**config.mk**
```make
export PLATFORM = sky130hd
export DESIGN_NAME = mci_top
export DESIGN_NICKNAME = d
export VERILOG_FILES = /design/src/core/mci_pkg.sv /design/src/core/mci_apb_port.sv /design/src/core/mci_sticky.sv /design/src/core/mci_top.sv
export VERILOG_INCLUDE_DIRS = /design/src /design/src/core
export SDC_FILE = /design/constraint.sdc
export NUM_CORES = 1
export LEC_CHECK = 0
export BUFFER_PORTS_ARGS = -buffer_cell sky130_fd_sc_hd__buf_4
export CAP_MARGIN = 25
export CORE_MARGIN = 2
export CORE_UTILIZATION = 45
export CTS_CLUSTER_SIZE = 30
export DETAILED_ROUTE_END_ITERATION = 12
export GPL_ROUTABILITY_DRIVEN = 0
export PLACE_DENSITY = 0.86
export SETUP_SLACK_MARGIN = 0.15
export SYNTH_ARGS = -nofsm -noshare
export SYNTH_HDL_FRONTEND = slang
export SYNTH_SLANG_ARGS = --single-unit
```
**constraint.sdc**
```tcl
create_clock -name pclk -period 3.8 [get_ports pclk]
set_input_delay 0.76 -clock pclk [delete_from_list [all_inputs] [get_ports pclk]]
set_output_delay 0.76 -clock pclk [all_outputs]
set_load 0.02 [all_outputs]
```
**src/core/mci_defines.svh**
```systemverilog
// Purpose: register offsets, field positions and reset values of the command-done interrupt block
// Assumes: APB with 8-bit byte address, 32-bit data
// Notes: every register takes one aligned word
`ifndef MCI_DEFINES_SVH
`define MCI_DEFINES_SVH

`define MCI_AW 8
`define MCI_DW 32
`define MCI_NSLOT 2
`define MCI_NEVT 3

`define MCI_OFS_RAW 8'h00
`define MCI_OFS_MASKED 8'h04
`define MCI_OFS_EN_SET 8'h08
`define MCI_OFS_EN_CLR 8'h0c
`define MCI_OFS_GO 8'h10
`define MCI_OFS_EVT_STAT 8'h14
`define MCI_OFS_EVT_MASK 8'h18

`define MCI_EVT_DONE0 0
`define MCI_EVT_DONE1 1
`define MCI_EVT_GO_REFUSED 2

`define MCI_RST_SLOT 2'h0
`define MCI_RST_EVT 3'h0
`define MCI_RST_DATA 32'h0000_0000

`endif

```
**src/core/mci_pkg.sv**
```systemverilog
// Purpose: shared types and decode helpers of the command-done interrupt block
// Assumes: constants come from mci_defines.svh
// Notes: none
`include "mci_defines.svh"

package mci_pkg;

	typedef enum logic [1:0] {
		MCI_ST_IDLE = 2'b01,
		MCI_ST_ACC = 2'b10
	} mci_apb_st_t;

	function automatic logic mci_mapped(input logic [`MCI_AW-1:0] a);
		mci_mapped = (a == `MCI_OFS_RAW) || (a == `MCI_OFS_MASKED) ||
			(a == `MCI_OFS_EN_SET) || (a == `MCI_OFS_EN_CLR) ||
			(a == `MCI_OFS_GO) || (a == `MCI_OFS_EVT_STAT) ||
			(a == `MCI_OFS_EVT_MASK);
	endfunction : mci_mapped

endpackage : mci_pkg

```
**src/core/mci_apb_port.sv**
```systemverilog
// Purpose: APB slave front end; one setup cycle and one access cycle per transfer
// Assumes: master keeps the request stable until pready is seen high
// Notes: read data and error are captured at the setup edge
`timescale 1ns/1ps

module mci_apb_port
	import mci_pkg::*;
(
	input wire logic pclk,
	input wire logic presetn,
	input wire logic psel,
	input wire logic penable,
	input wire logic pwrite,
	input wire logic [`MCI_AW-1:0] paddr,
	input wire logic [`MCI_DW-1:0] rdata_sel,
	output logic pready,
	output logic pslverr,
	output logic [`MCI_DW-1:0] prdata,
	output logic wr_stb,
	output logic rd_stb
);

	mci_apb_st_t st_reg;
	mci_apb_st_t st_next;
	logic pready_reg;
	logic pready_next;
	logic pslverr_reg;
	logic pslverr_next;
	logic [`MCI_DW-1:0] prdata_reg;
	logic [`MCI_DW-1:0] prdata_next;
	logic commit;

	// transfer completes at the edge where the access cycle sees pready
	assign commit = (st_reg == MCI_ST_ACC) && psel && penable && pready_reg;
	assign wr_stb = commit && pwrite && !pslverr_reg;
	assign rd_stb = commit && !pwrite && !pslverr_reg;

	always_comb begin
		st_next = st_reg;
		pready_next = 1'b0;
		pslverr_next = 1'b0;
		prdata_next = prdata_reg;
		unique case (st_reg)
			MCI_ST_IDLE: begin
				if (psel && !penable) begin
					st_next = MCI_ST_ACC;
					pready_next = 1'b1;
					pslverr_next = !mci_mapped(paddr);
					prdata_next = (pwrite || !mci_mapped(paddr)) ? `MCI_RST_DATA : rdata_sel;
				end
			end
			MCI_ST_ACC: begin
				st_next = MCI_ST_IDLE;
			end
			default: begin
				st_next = MCI_ST_IDLE;
			end
		endcase
	end

	always_ff @(posedge pclk or negedge presetn) begin
		if (!presetn) begin
			st_reg <= MCI_ST_IDLE;
			pready_reg <= 1'b0;
			pslverr_reg <= 1'b0;
			prdata_reg <= `MCI_RST_DATA;
		end else begin
			st_reg <= st_next;
			pready_reg <= pready_next;
			pslverr_reg <= pslverr_next;
			prdata_reg <= prdata_next;
		end
	end

	assign pready = pready_reg;
	assign pslverr = pslverr_reg;
	assign prdata = prdata_reg;

endmodule : mci_apb_port

```
**src/core/mci_sticky.sv**
```systemverilog
// Purpose: bank of sticky flags, set by hardware and cleared by software
// Assumes: set and clr are single-cycle terms in the pclk domain
// Notes: a set in the same cycle as a clear wins
`timescale 1ns/1ps

module mci_sticky #(
	parameter int W = 2
) (
	input wire logic pclk,
	input wire logic presetn,
	input wire logic [W-1:0] set,
	input wire logic [W-1:0] clr,
	output logic [W-1:0] q
);

	logic [W-1:0] q_reg;
	logic [W-1:0] q_next;

	always_comb begin
		q_next = (q_reg & ~clr) | set;
	end

	always_ff @(posedge pclk or negedge presetn) begin
		if (!presetn) begin
			q_reg <= '0;
		end else begin
			q_reg <= q_next;
		end
	end

	assign q = q_reg;

endmodule : mci_sticky

```
**src/core/mci_top.sv**
```systemverilog
// Purpose: command-complete interrupt status, mask and go bits of two user access slots
// Assumes: slot_done pulses for one pclk cycle when the serial engine finishes a slot access
// Notes: all outputs come from flip-flops
// Functional notes
// - Slot 1 completion sets raw completion flag bit 1.
// - Slot 0 completion sets raw completion flag bit 0.
// - Writing 1 to a raw flag bit clears it, writing 0 leaves it.
// - A masked bit reads 1 only when the raw flag and the slot enable are both 1.
// - Writing 1 to a masked bit clears that pending interrupt, writing 0 does nothing.
// - Writing 1 to an enable-set bit enables that slot's completion interrupt.
// - An enable bit of 0 disables the slot interrupt and the enable state reads back.
// - Writing 0 to an enable-set bit leaves the enable unchanged.
// - Writing 1 to an enable-clear bit disables the slot interrupt, 0 does nothing.
// - A slot go bit self-clears at the moment its completion event is raised.
//
// The register offsets and the APB slave port were chosen for this implementation.
`timescale 1ns/1ps

module mci_top
	import mci_pkg::*;
(
	input wire logic pclk,
	input wire logic presetn,
	input wire logic psel,
	input wire logic penable,
	input wire logic pwrite,
	input wire logic [`MCI_AW-1:0] paddr,
	input wire logic [`MCI_DW-1:0] pwdata,
	output logic pready,
	output logic pslverr,
	output logic [`MCI_DW-1:0] prdata,
	input wire logic mdio_enabled,
	input wire logic [`MCI_NSLOT-1:0] slot_done,
	output logic [`MCI_NSLOT-1:0] slot_go,
	output logic cmd_done_irq,
	output logic evt_irq
);

	logic wr_stb;
	logic rd_stb;
	logic [`MCI_DW-1:0] rdata_sel;
	logic [`MCI_NSLOT-1:0] wdat;
	logic wr_raw;
	logic wr_masked;
	logic wr_en_set;
	logic wr_en_clr;
	logic wr_go;
	logic wr_evt_mask;
	logic rd_evt;

	logic [`MCI_NSLOT-1:0] raw_q;
	logic [`MCI_NSLOT-1:0] raw_set;
	logic [`MCI_NSLOT-1:0] raw_clr;
	logic [`MCI_NSLOT-1:0] raw_next;
	logic [`MCI_NSLOT-1:0] masked;
	logic [`MCI_NSLOT-1:0] en_reg;
	logic [`MCI_NSLOT-1:0] en_next;
	logic [`MCI_NSLOT-1:0] go_reg;
	logic [`MCI_NSLOT-1:0] go_next;
	logic [`MCI_NSLOT-1:0] go_req;
	logic [`MCI_NSLOT-1:0] done_hit;

	logic [`MCI_NEVT-1:0] evt_q;
	logic [`MCI_NEVT-1:0] evt_set;
	logic [`MCI_NEVT-1:0] evt_clr;
	logic [`MCI_NEVT-1:0] evt_next;
	logic [`MCI_NEVT-1:0] evt_mask_reg;
	logic [`MCI_NEVT-1:0] evt_mask_next;
	logic cmd_done_irq_reg;
	logic cmd_done_irq_next;
	logic evt_irq_reg;
	logic evt_irq_next;

	function automatic logic [`MCI_DW-1:0] zext_slot(input logic [`MCI_NSLOT-1:0] v);
		zext_slot = {{(`MCI_DW-`MCI_NSLOT){1'b0}}, v};
	endfunction : zext_slot

	function automatic logic [`MCI_DW-1:0] zext_evt(input logic [`MCI_NEVT-1:0] v);
		zext_evt = {{(`MCI_DW-`MCI_NEVT){1'b0}}, v};
	endfunction : zext_evt

	mci_apb_port u_port (
		.pclk(pclk),
		.presetn(presetn),
		.psel(psel),
		.penable(penable),
		.pwrite(pwrite),
		.paddr(paddr),
		.rdata_sel(rdata_sel),
		.pready(pready),
		.pslverr(pslverr),
		.prdata(prdata),
		.wr_stb(wr_stb),
		.rd_stb(rd_stb)
	);

	// write strobes per register, valid at the committing edge only
	assign wdat = pwdata[`MCI_NSLOT-1:0];
	assign wr_raw = wr_stb && (paddr == `MCI_OFS_RAW);
	assign wr_masked = wr_stb && (paddr == `MCI_OFS_MASKED);
	assign wr_en_set = wr_stb && (paddr == `MCI_OFS_EN_SET);
	assign wr_en_clr = wr_stb && (paddr == `MCI_OFS_EN_CLR);
	assign wr_go = wr_stb && (paddr == `MCI_OFS_GO);
	assign wr_evt_mask = wr_stb && (paddr == `MCI_OFS_EVT_MASK);
	assign rd_evt = rd_stb && (paddr == `MCI_OFS_EVT_STAT);

	// masked view of the raw flags
	assign masked = raw_q & en_reg;

	always_comb begin
		rdata_sel = `MCI_RST_DATA;
		unique case (paddr)
			`MCI_OFS_RAW: rdata_sel = zext_slot(raw_q);
			`MCI_OFS_MASKED: rdata_sel = zext_slot(masked);
			`MCI_OFS_EN_SET: rdata_sel = zext_slot(en_reg);
			`MCI_OFS_EN_CLR: rdata_sel = zext_slot(en_reg);
			`MCI_OFS_GO: rdata_sel = zext_slot(go_reg);
			`MCI_OFS_EVT_STAT: rdata_sel = zext_evt(evt_q);
			`MCI_OFS_EVT_MASK: rdata_sel = zext_evt(evt_mask_reg);
			default: rdata_sel = `MCI_RST_DATA;
		endcase
	end

	// completion counts only for a slot with an access in flight
	assign done_hit = slot_done & go_reg;

	always_comb begin
		raw_set = done_hit;
		// write-one clears, masked clear only where pending
		raw_clr = ({`MCI_NSLOT{wr_raw}} & wdat) | ({`MCI_NSLOT{wr_masked}} & wdat & en_reg);
		raw_next = (raw_q & ~raw_clr) | raw_set;
	end

	mci_sticky #(
		.W(`MCI_NSLOT)
	) u_raw (
		.pclk(pclk),
		.presetn(presetn),
		.set(raw_set),
		.clr(raw_clr),
		.q(raw_q)
	);

	always_comb begin
		en_next = en_reg | ({`MCI_NSLOT{wr_en_set}} & wdat);
		en_next = en_next & ~({`MCI_NSLOT{wr_en_clr}} & wdat);
		// go accepted only while idle and engine enabled
		go_req = {`MCI_NSLOT{wr_go && mdio_enabled}} & wdat & ~go_reg;
		go_next = (go_reg & ~done_hit) | go_req;
		evt_mask_next = wr_evt_mask ? pwdata[`MCI_NEVT-1:0] : evt_mask_reg;
	end

	always_comb begin
		evt_set = '0;
		evt_set[`MCI_EVT_DONE0] = done_hit[0];
		evt_set[`MCI_EVT_DONE1] = done_hit[1];
		evt_set[`MCI_EVT_GO_REFUSED] = wr_go && (wdat != '0) && !mdio_enabled;
		// read clears only the bits that the read returned
		evt_clr = rd_evt ? prdata[`MCI_NEVT-1:0] : '0;
		evt_next = (evt_q & ~evt_clr) | evt_set;
	end

	mci_sticky #(
		.W(`MCI_NEVT)
	) u_evt (
		.pclk(pclk),
		.presetn(presetn),
		.set(evt_set),
		.clr(evt_clr),
		.q(evt_q)
	);

	always_comb begin
		// OR of masked bits, disabled slots drop out
		cmd_done_irq_next = |(raw_next & en_next);
		evt_irq_next = |(evt_next & evt_mask_next);
	end

	always_ff @(posedge pclk or negedge presetn) begin
		if (!presetn) begin
			en_reg <= `MCI_RST_SLOT;
			go_reg <= `MCI_RST_SLOT;
			evt_mask_reg <= `MCI_RST_EVT;
			cmd_done_irq_reg <= 1'b0;
			evt_irq_reg <= 1'b0;
		end else begin
			en_reg <= en_next;
			go_reg <= go_next;
			evt_mask_reg <= evt_mask_next;
			cmd_done_irq_reg <= cmd_done_irq_next;
			evt_irq_reg <= evt_irq_next;
		end
	end

	assign slot_go = go_reg;
	assign cmd_done_irq = cmd_done_irq_reg;
	assign evt_irq = evt_irq_reg;

	// slot 1 done sets raw bit 1
	AST_RAW1_SET: assert property (@(posedge pclk) disable iff (!presetn)
		slot_done[1] && go_reg[1] |=> raw_q[1])
		else $error("raw bit 1 not set after slot 1 completion");

	// slot 0 done sets raw bit 0
	AST_RAW0_SET: assert property (@(posedge pclk) disable iff (!presetn)
		slot_done[0] && go_reg[0] |=> raw_q[0])
		else $error("raw bit 0 not set after slot 0 completion");

	AST_RAW_W1C: assert property (@(posedge pclk) disable iff (!presetn)
		wr_raw && wdat[0] && !done_hit[0] |=> !raw_q[0])
		else $error("raw bit 0 survived a write of one");

	AST_RAW_W0_KEEP: assert property (@(posedge pclk) disable iff (!presetn)
		wr_raw && !wdat[1] && raw_q[1] |=> raw_q[1])
		else $error("raw bit 1 lost on a write of zero");

	AST_MASKED_READ: assert property (@(posedge pclk) disable iff (!presetn)
		psel && !penable && !pwrite && paddr == `MCI_OFS_MASKED && pready == 1'b0
		|=> prdata[`MCI_NSLOT-1:0] == $past(raw_q & en_reg))
		else $error("masked readback differs from raw and enable");

	AST_MASKED_W1C: assert property (@(posedge pclk) disable iff (!presetn)
		wr_masked && wdat[1] && en_reg[1] && !done_hit[1] |=> !raw_q[1])
		else $error("pending bit 1 survived masked clear");

	AST_EN_SET: assert property (@(posedge pclk) disable iff (!presetn)
		wr_en_set && wdat[0] |=> en_reg[0])
		else $error("enable bit 0 not set");

	AST_EN_KEEP: assert property (@(posedge pclk) disable iff (!presetn)
		wr_en_set && !wdat[1] |=> en_reg[1] == $past(en_reg[1]))
		else $error("enable bit 1 changed on a write of zero");

	AST_EN_CLR: assert property (@(posedge pclk) disable iff (!presetn)
		wr_en_clr && wdat[1] |=> !en_reg[1])
		else $error("enable bit 1 not cleared");

	// with both slots disabled the interrupt stays low
	AST_DIS_QUIET: assert property (@(posedge pclk) disable iff (!presetn)
		en_reg == 2'h0 |-> !cmd_done_irq)
		else $error("interrupt high with both slots disabled");

	AST_GO_CLR: assert property (@(posedge pclk) disable iff (!presetn)
		slot_done[0] && go_reg[0] |=> !slot_go[0] && raw_q[0])
		else $error("go bit 0 not cleared together with its event");

	// output equals OR of masked bits
	AST_IRQ_OR: assert property (@(posedge pclk) disable iff (!presetn)
		cmd_done_irq == |(raw_q & en_reg))
		else $error("interrupt output differs from OR of masked bits");

	AST_RAW1_W1C: assert property (@(posedge pclk) disable iff (!presetn)
		wr_raw && wdat[1] && !done_hit[1] |=> !raw_q[1])
		else $error("raw bit 1 survived a write of one");

	AST_RAW0_W0_KEEP: assert property (@(posedge pclk) disable iff (!presetn)
		wr_raw && !wdat[0] && raw_q[0] |=> raw_q[0])
		else $error("raw bit 0 lost on a write of zero");

	AST_MASKED0_W1C: assert property (@(posedge pclk) disable iff (!presetn)
		wr_masked && wdat[0] && en_reg[0] && !done_hit[0] |=> !raw_q[0])
		else $error("pending bit 0 survived masked clear");

	AST_MASKED_W0_KEEP: assert property (@(posedge pclk) disable iff (!presetn)
		wr_masked && !wdat[0] && raw_q[0] |=> raw_q[0])
		else $error("raw bit 0 lost on a masked write of zero");

	AST_EN1_SET: assert property (@(posedge pclk) disable iff (!presetn)
		wr_en_set && wdat[1] |=> en_reg[1])
		else $error("enable bit 1 not set");

	AST_EN0_CLR: assert property (@(posedge pclk) disable iff (!presetn)
		wr_en_clr && wdat[0] |=> !en_reg[0])
		else $error("enable bit 0 not cleared");

	AST_EN_CLR_KEEP: assert property (@(posedge pclk) disable iff (!presetn)
		wr_en_clr && !wdat[0] |=> en_reg[0] == $past(en_reg[0]))
		else $error("enable bit 0 changed on a clear write of zero");

	AST_EN_READ: assert property (@(posedge pclk) disable iff (!presetn)
		psel && !penable && !pwrite && paddr == `MCI_OFS_EN_SET && pready == 1'b0
		|=> prdata[`MCI_NSLOT-1:0] == $past(en_reg))
		else $error("enable readback differs from enable state");

	AST_GO1_CLR: assert property (@(posedge pclk) disable iff (!presetn)
		slot_done[1] && go_reg[1] |=> !slot_go[1] && raw_q[1])
		else $error("go bit 1 not cleared together with its event");

	AST_DONE0_IDLE: assert property (@(posedge pclk) disable iff (!presetn)
		slot_done[0] && !go_reg[0] && !raw_q[0] |=> !raw_q[0])
		else $error("raw bit 0 set by a completion with no access in flight");

endmodule : mci_top

```
==> Word-level counts from Yosys, hierarchy flattened <==
Index checks and enable logic that the tools add are counted.
{ "word_totals": {"ff_bits": 50, "in_bits": 48, "out_inout_bits": 38} }
{ "classes": {"n_eq_ne": 9, "n_mux": 10, "bitwise": 25, "n_reduce_logical": 36} }
{ "op_table": {"columns": ["operator", "n"], "rows": [
  ["2-bit bitwise AND", 13],
  ["8-bit by 5-bit == test with 1-bit output, second input constant", 3],
  ["1-bit logical AND", 18],
  ["3-bit one-hot mux with 6 select lines", 1],
  ["8-bit by 4-bit == test with 1-bit output, second input constant", 2],
  ["3-bit two-way mux", 3],
  ["8-bit by 3-bit == test with 1-bit output, second input constant", 1],
  ["8-bit logical NOT", 1],
  ["2-bit inverter", 4],
  ["2-bit OR", 4],
  ["1-bit logical OR", 7],
  ["3-bit bitwise AND", 2],
  ["1-bit logical NOT", 5],
  ["1-bit two-way mux", 4],
  ["2-bit two-way mux", 2],
  ["2-bit OR reduction", 2],
  ["3-bit inverter", 1],
  ["3-bit OR", 1],
  ["3-bit OR reduction", 1],
  ["2-bit by 1-bit == test with 1-bit output, second input constant", 1],
  ["2-bit == test, second input constant", 1],
  ["2-bit by 1-bit != test with 1-bit output, second input constant", 1],
  ["2-bit AND reduction", 1],
  ["2-bit nonzero test", 1]
]} }

==> Depth between registers and ports, before layout <==
{ "depth": {"depth_word": 15, "ltp_mapped": 6} }

==> By module <==
A second synthesis with hierarchy kept.
{ "hier_totals": {"cells_unflattened": 253, "area_unflattened_um2": 2780.2} }
{ "modules_own_cells": {"columns": ["mod", "n_inst", "cells_each", "area_each_um2", "seq_area_each_um2"], "rows": [
  ["mci_apb_port", 1, 160, 1905.6, 902.1],
  ["mci_top", 1, 78, 693.2, 225.2],
  ["mci_sticky at u_evt", 1, 9, 108.9, 75.1],
  ["mci_sticky at u_raw", 1, 6, 72.6, 50.0]
]} }

==> Worst setup path before layout <==
No wires, ideal clock.
{ "synth_path": {"path_kind": "input to register", "start": "input port paddr[1]", "end": "register cmd_done_irq_reg, in the netlist cmd_done_irq", "t_arrival_ns": 2.372, "t_required_ns": 3.679, "slack_ns": 1.307, "cell_stages": 6, "cell_sequence": "or3_4 > or3_1 > buf_2 > nor3_1 > mux2_1 > a22o_1"} }
{ "synth_between": {"word_cells_on_any_way": 22, "classes_between": "3 x eq/ne; 13 x bitwise; 6 x reduce/logical"} }
{ "synth_lines": {"columns": ["item", "line", "text"], "rows": [
  ["start: declaration", "mci_top.sv:27", "input wire logic [`MCI_AW-1:0] paddr,"],
  ["8-bit by 4-bit == test with 1-bit output (no line)", null, null],
  ["1-bit logical AND (on tied branches)", "mci_top.sv:101, mci_top.sv:102", null],
  ["2-bit bitwise AND (on tied branches)", "mci_top.sv:145, mci_top.sv:146", null],
  ["2-bit OR / 2-bit inverter (equally long branches)", "mci_top.sv:145, mci_top.sv:146", null],
  ["2-bit bitwise AND *", "mci_top.sv:146", "en_next = en_next & ~({`MCI_NSLOT{wr_en_clr}} & wdat);"],
  ["via en_next[0]", "mci_top.sv:57", "logic [`MCI_NSLOT-1:0] en_next;"],
  ["2-bit bitwise AND *", "mci_top.sv:175", "cmd_done_irq_next = |(raw_next & en_next);"],
  ["2-bit OR reduction *", "mci_top.sv:175", null],
  ["via cmd_done_irq_next", "mci_top.sv:70", "logic cmd_done_irq_next;"],
  ["end signal: assignment", "mci_top.sv:190", "cmd_done_irq_reg <= cmd_done_irq_next;"],
  ["end: declaration", "mci_top.sv:69", "logic cmd_done_irq_reg;"]
]} }
The timed path passes the listed nets; every way through them passes the cells marked *.
A chain may end at the register's enable or synchronous reset.

==> Worst setup path after layout <==
Ends and elaborated chain as after synthesis.

==> impl_metrics.ini <==
[critical_path]
timing.rr.end = cmd_done_irq
slowest_stage = or3_1
cp.arrival_ns = 2.58
timing.critical_path.cells = buf_4, or3_4, or3_1, nor4_2, mux2_2, a22o_1
reg2reg_slack_ns = 1.67
critical-path-top-delay-family = simple AND/OR/NAND/NOR gates
worstReg2RegStart = u_port.pslverr
cp.depth = 6
r2r_cells = 5
slowest_delay_ns = 0.49
critical_path.max_fanout = 6
crit_required_ns = 4.01
start_kind = primary input
crit_buf_inv = 1
crit_type = in -> reg
end_kind = flip-flop

[clock_network]
cts.reportedPaths.clkPinSlew_ns = 0.11
cts.repair.resized = 0
ctsRootBufferMaster = clkbuf_4
cts_setup_buffers = 0
h-tree-depth = 1
cts_buffers = 3
clock_latency_ns = 0.31
cts_sinks = 21
cts_tree = done
clockBufferDepth = 2
postCtsHoldBufs = 0

[finish]
stdcell_count = 191
area_growth_pct = 9.628
drive_gt1_share_pct = 23.75
antenna_cells = 0
nets = 209

[power]
p_leak_nw = 0.7457
power.internal_w = 0.0002919
swShare_pct = 29.26
p_per_area_nw_per_um2 = 286.7
share_seq_of_total_power_pct = 56.2
combPwrFrac_pct = 18.0
p_sw_w = 0.0001207
peakVddDrop_mv = 0.1747
p_clk_share_pct = 25.9

[place]
pre_cts_ws_ns = 1.101
portBuffers = 27
dp_hpwl_um = 2026
placedCellCount = 187

[route]
topRoutingLayerUsed = met4
wl_met1_um = 1071
wl_met3_um = 274
viasPerCell = 5.424
firstDrtPassIters = 4
drt-wirelength-per-cell_um = 13.66
vias = 1036
dr_wl_met2_um = 1217
antenna_left = 0
wl_um = 2609
drc = 0
drt_iter0_drc = 40

[floorplanning]
dieArea_um2 = 3365
die_h_um = 58.01
rows = 19
die_width_um = 58.01
initial_core_util_pct = 47.60
pin_count = 86
core-area_um2 = 2758

[worst_hold_path]
holdCritPathClass = in -> async

[sta]
tns_ns = 0
hold_viol = 0
finalCritPeriodShare_pct = 62.60
fin_ws_ns = 1.421
clock.fmax_ghz = 0.4204
rsz0062_at_grt = no
hold_ws_ns = 0.3038
fin_crit_ns = 2.379
maxSlewViolCount = 0
tightest_slew_ns = 0.5513
max_slew_margin_pct = 62.74
setup_violations = 0
fin_worst_skew_ns = 0.002429

[logic_synthesis]
synth_top_flop_cell = dfrtp_1
seq_area_frac_synth_pct = 40.13
syn_area_um2 = 1313
synth_seq_cells = 21
ys_warn_count = 0
async_flop_share_pct = 100.0
synth_edf_count = 0
ys_types = 44
syn_area_per_cell_um2 = 9.722
synth_cells = 135

[global_routing]
grt_pass1_wl_um = 4222
grt_pass1_vias = 953
antenna_found_initial = 0
grt_start_max_net_pins = 22
grt.total_usage_pct = 16.41
grt-ovfl-total = 0

[run]
drv_cap = 0

[run_status]
outcome = complete, no violations
## logic make-up (layout without fill, tap and decap cells)
group | after synthesis | in the layout | synth area share [%]
buf+inv | 45 | 42 | 21.93
other cells | 1 | 29 | 0.2857
simple gates | 35 | 35 | 18.49
compound gates | 27 | 27 | 14.39
flops | 21 | 21 | 40.13
mux | 6 | 6 | 4.766
## power by group through the flow
stage | Combinational [W] | Clock [W] | Sequential (W)
2_1_floorplan | 0.0000676 | 0 | 0.000237
3_3_place_gp | 0.0000719 | 0 | 0.000235
3_5_place_dp | 0.0000738 | 0 | 0.000236
4_1_cts | 0.0000740 | 0.000112 | 0.000232
5_1_grt | 0.0000808 | 0.000121 | 0.000233
6_report | 0.0000742 | 0.000107 | 0.000232
## area by class of cell
cell class | instances | area (um2)
flip-flops and latches | 21 | 526.8
multi-input cells | 97 | 603.1
well taps | 31 | 38.79
inverters | 11 | 41.29
fillers | 257 | 1319
repair buffers | 27 | 202.7
clock buffers | 4 | 26.28
## per-stage QoR
| step | power, W | cell area [um2] | util, % |
|---|---|---|---|
| after floorplan | 0.0003044 | 1418 | - |
| final | 0.0004126 | 1439 | 52.18 |
| after global placement | 0.0003073 | 1413 | 51.23 |
| after detailed placement | 0.0003098 | 1413 | 51.23 |
| after global routing | 0.0004347 | 1439 | 52.18 |
| after CTS | 0.0004173 | 1439 | 52.18 |
## cell usage in the layout (no fill, tap or decap), drive strengths merged, types with 2 or more instances in the layout
cell type,instances
nor4,2
o22ai,5
a22o,4
nor2,9
inv,11
a21oi,5
nand2,6
buf,27
o21ai,3
clkbuf,4
mux2i,4
o41ai,2
or2,2
dfrtp,20
mux2,2
nor4b,3
or3,3
a31oi,2
conb,29
## per-layer routing
layer  vias to the layer above  GRT usage, %
li1                        468             -
met1                       495         22.03
met2                        68         25.32
met3                         5         2.232
met4                         0         9.635
met5                         -             0
## synth_stat cells (2+ instances only)
master    number  area [um2]
o22ai_1        5       31.28
a21oi_1        5       25.02
clkbuf_1       2       7.510
inv_1         11       41.29
a31oi_1        2       12.51
o21ai_0        2       10.01
nor2_1         9       33.78
buf_4         29       217.7
a22o_1         4       35.03
mux2i_1        4       40.04
dfrtp_1       20       500.5
o41ai_1        2       17.52
nor4b_1        3       26.28
nand2_1        6       22.52
or3_1          2       12.51
## worst max-delay path by stage
stage | start | slack, ns | to
6_report | paddr[1] | 1.42 | cmd_done_irq
5_1_grt | paddr[1] | 1.38 | cmd_done_irq
4_1_cts | paddr[1] | 1.44 | cmd_done_irq
3_5_place_dp | paddr[1] | 1.10 | cmd_done_irq
3_3_place_gp | paddr[1] | 1.12 | cmd_done_irq
2_1_floorplan | paddr[1] | 1.31 | cmd_done_irq
Power figures use the tool's default switching activity.
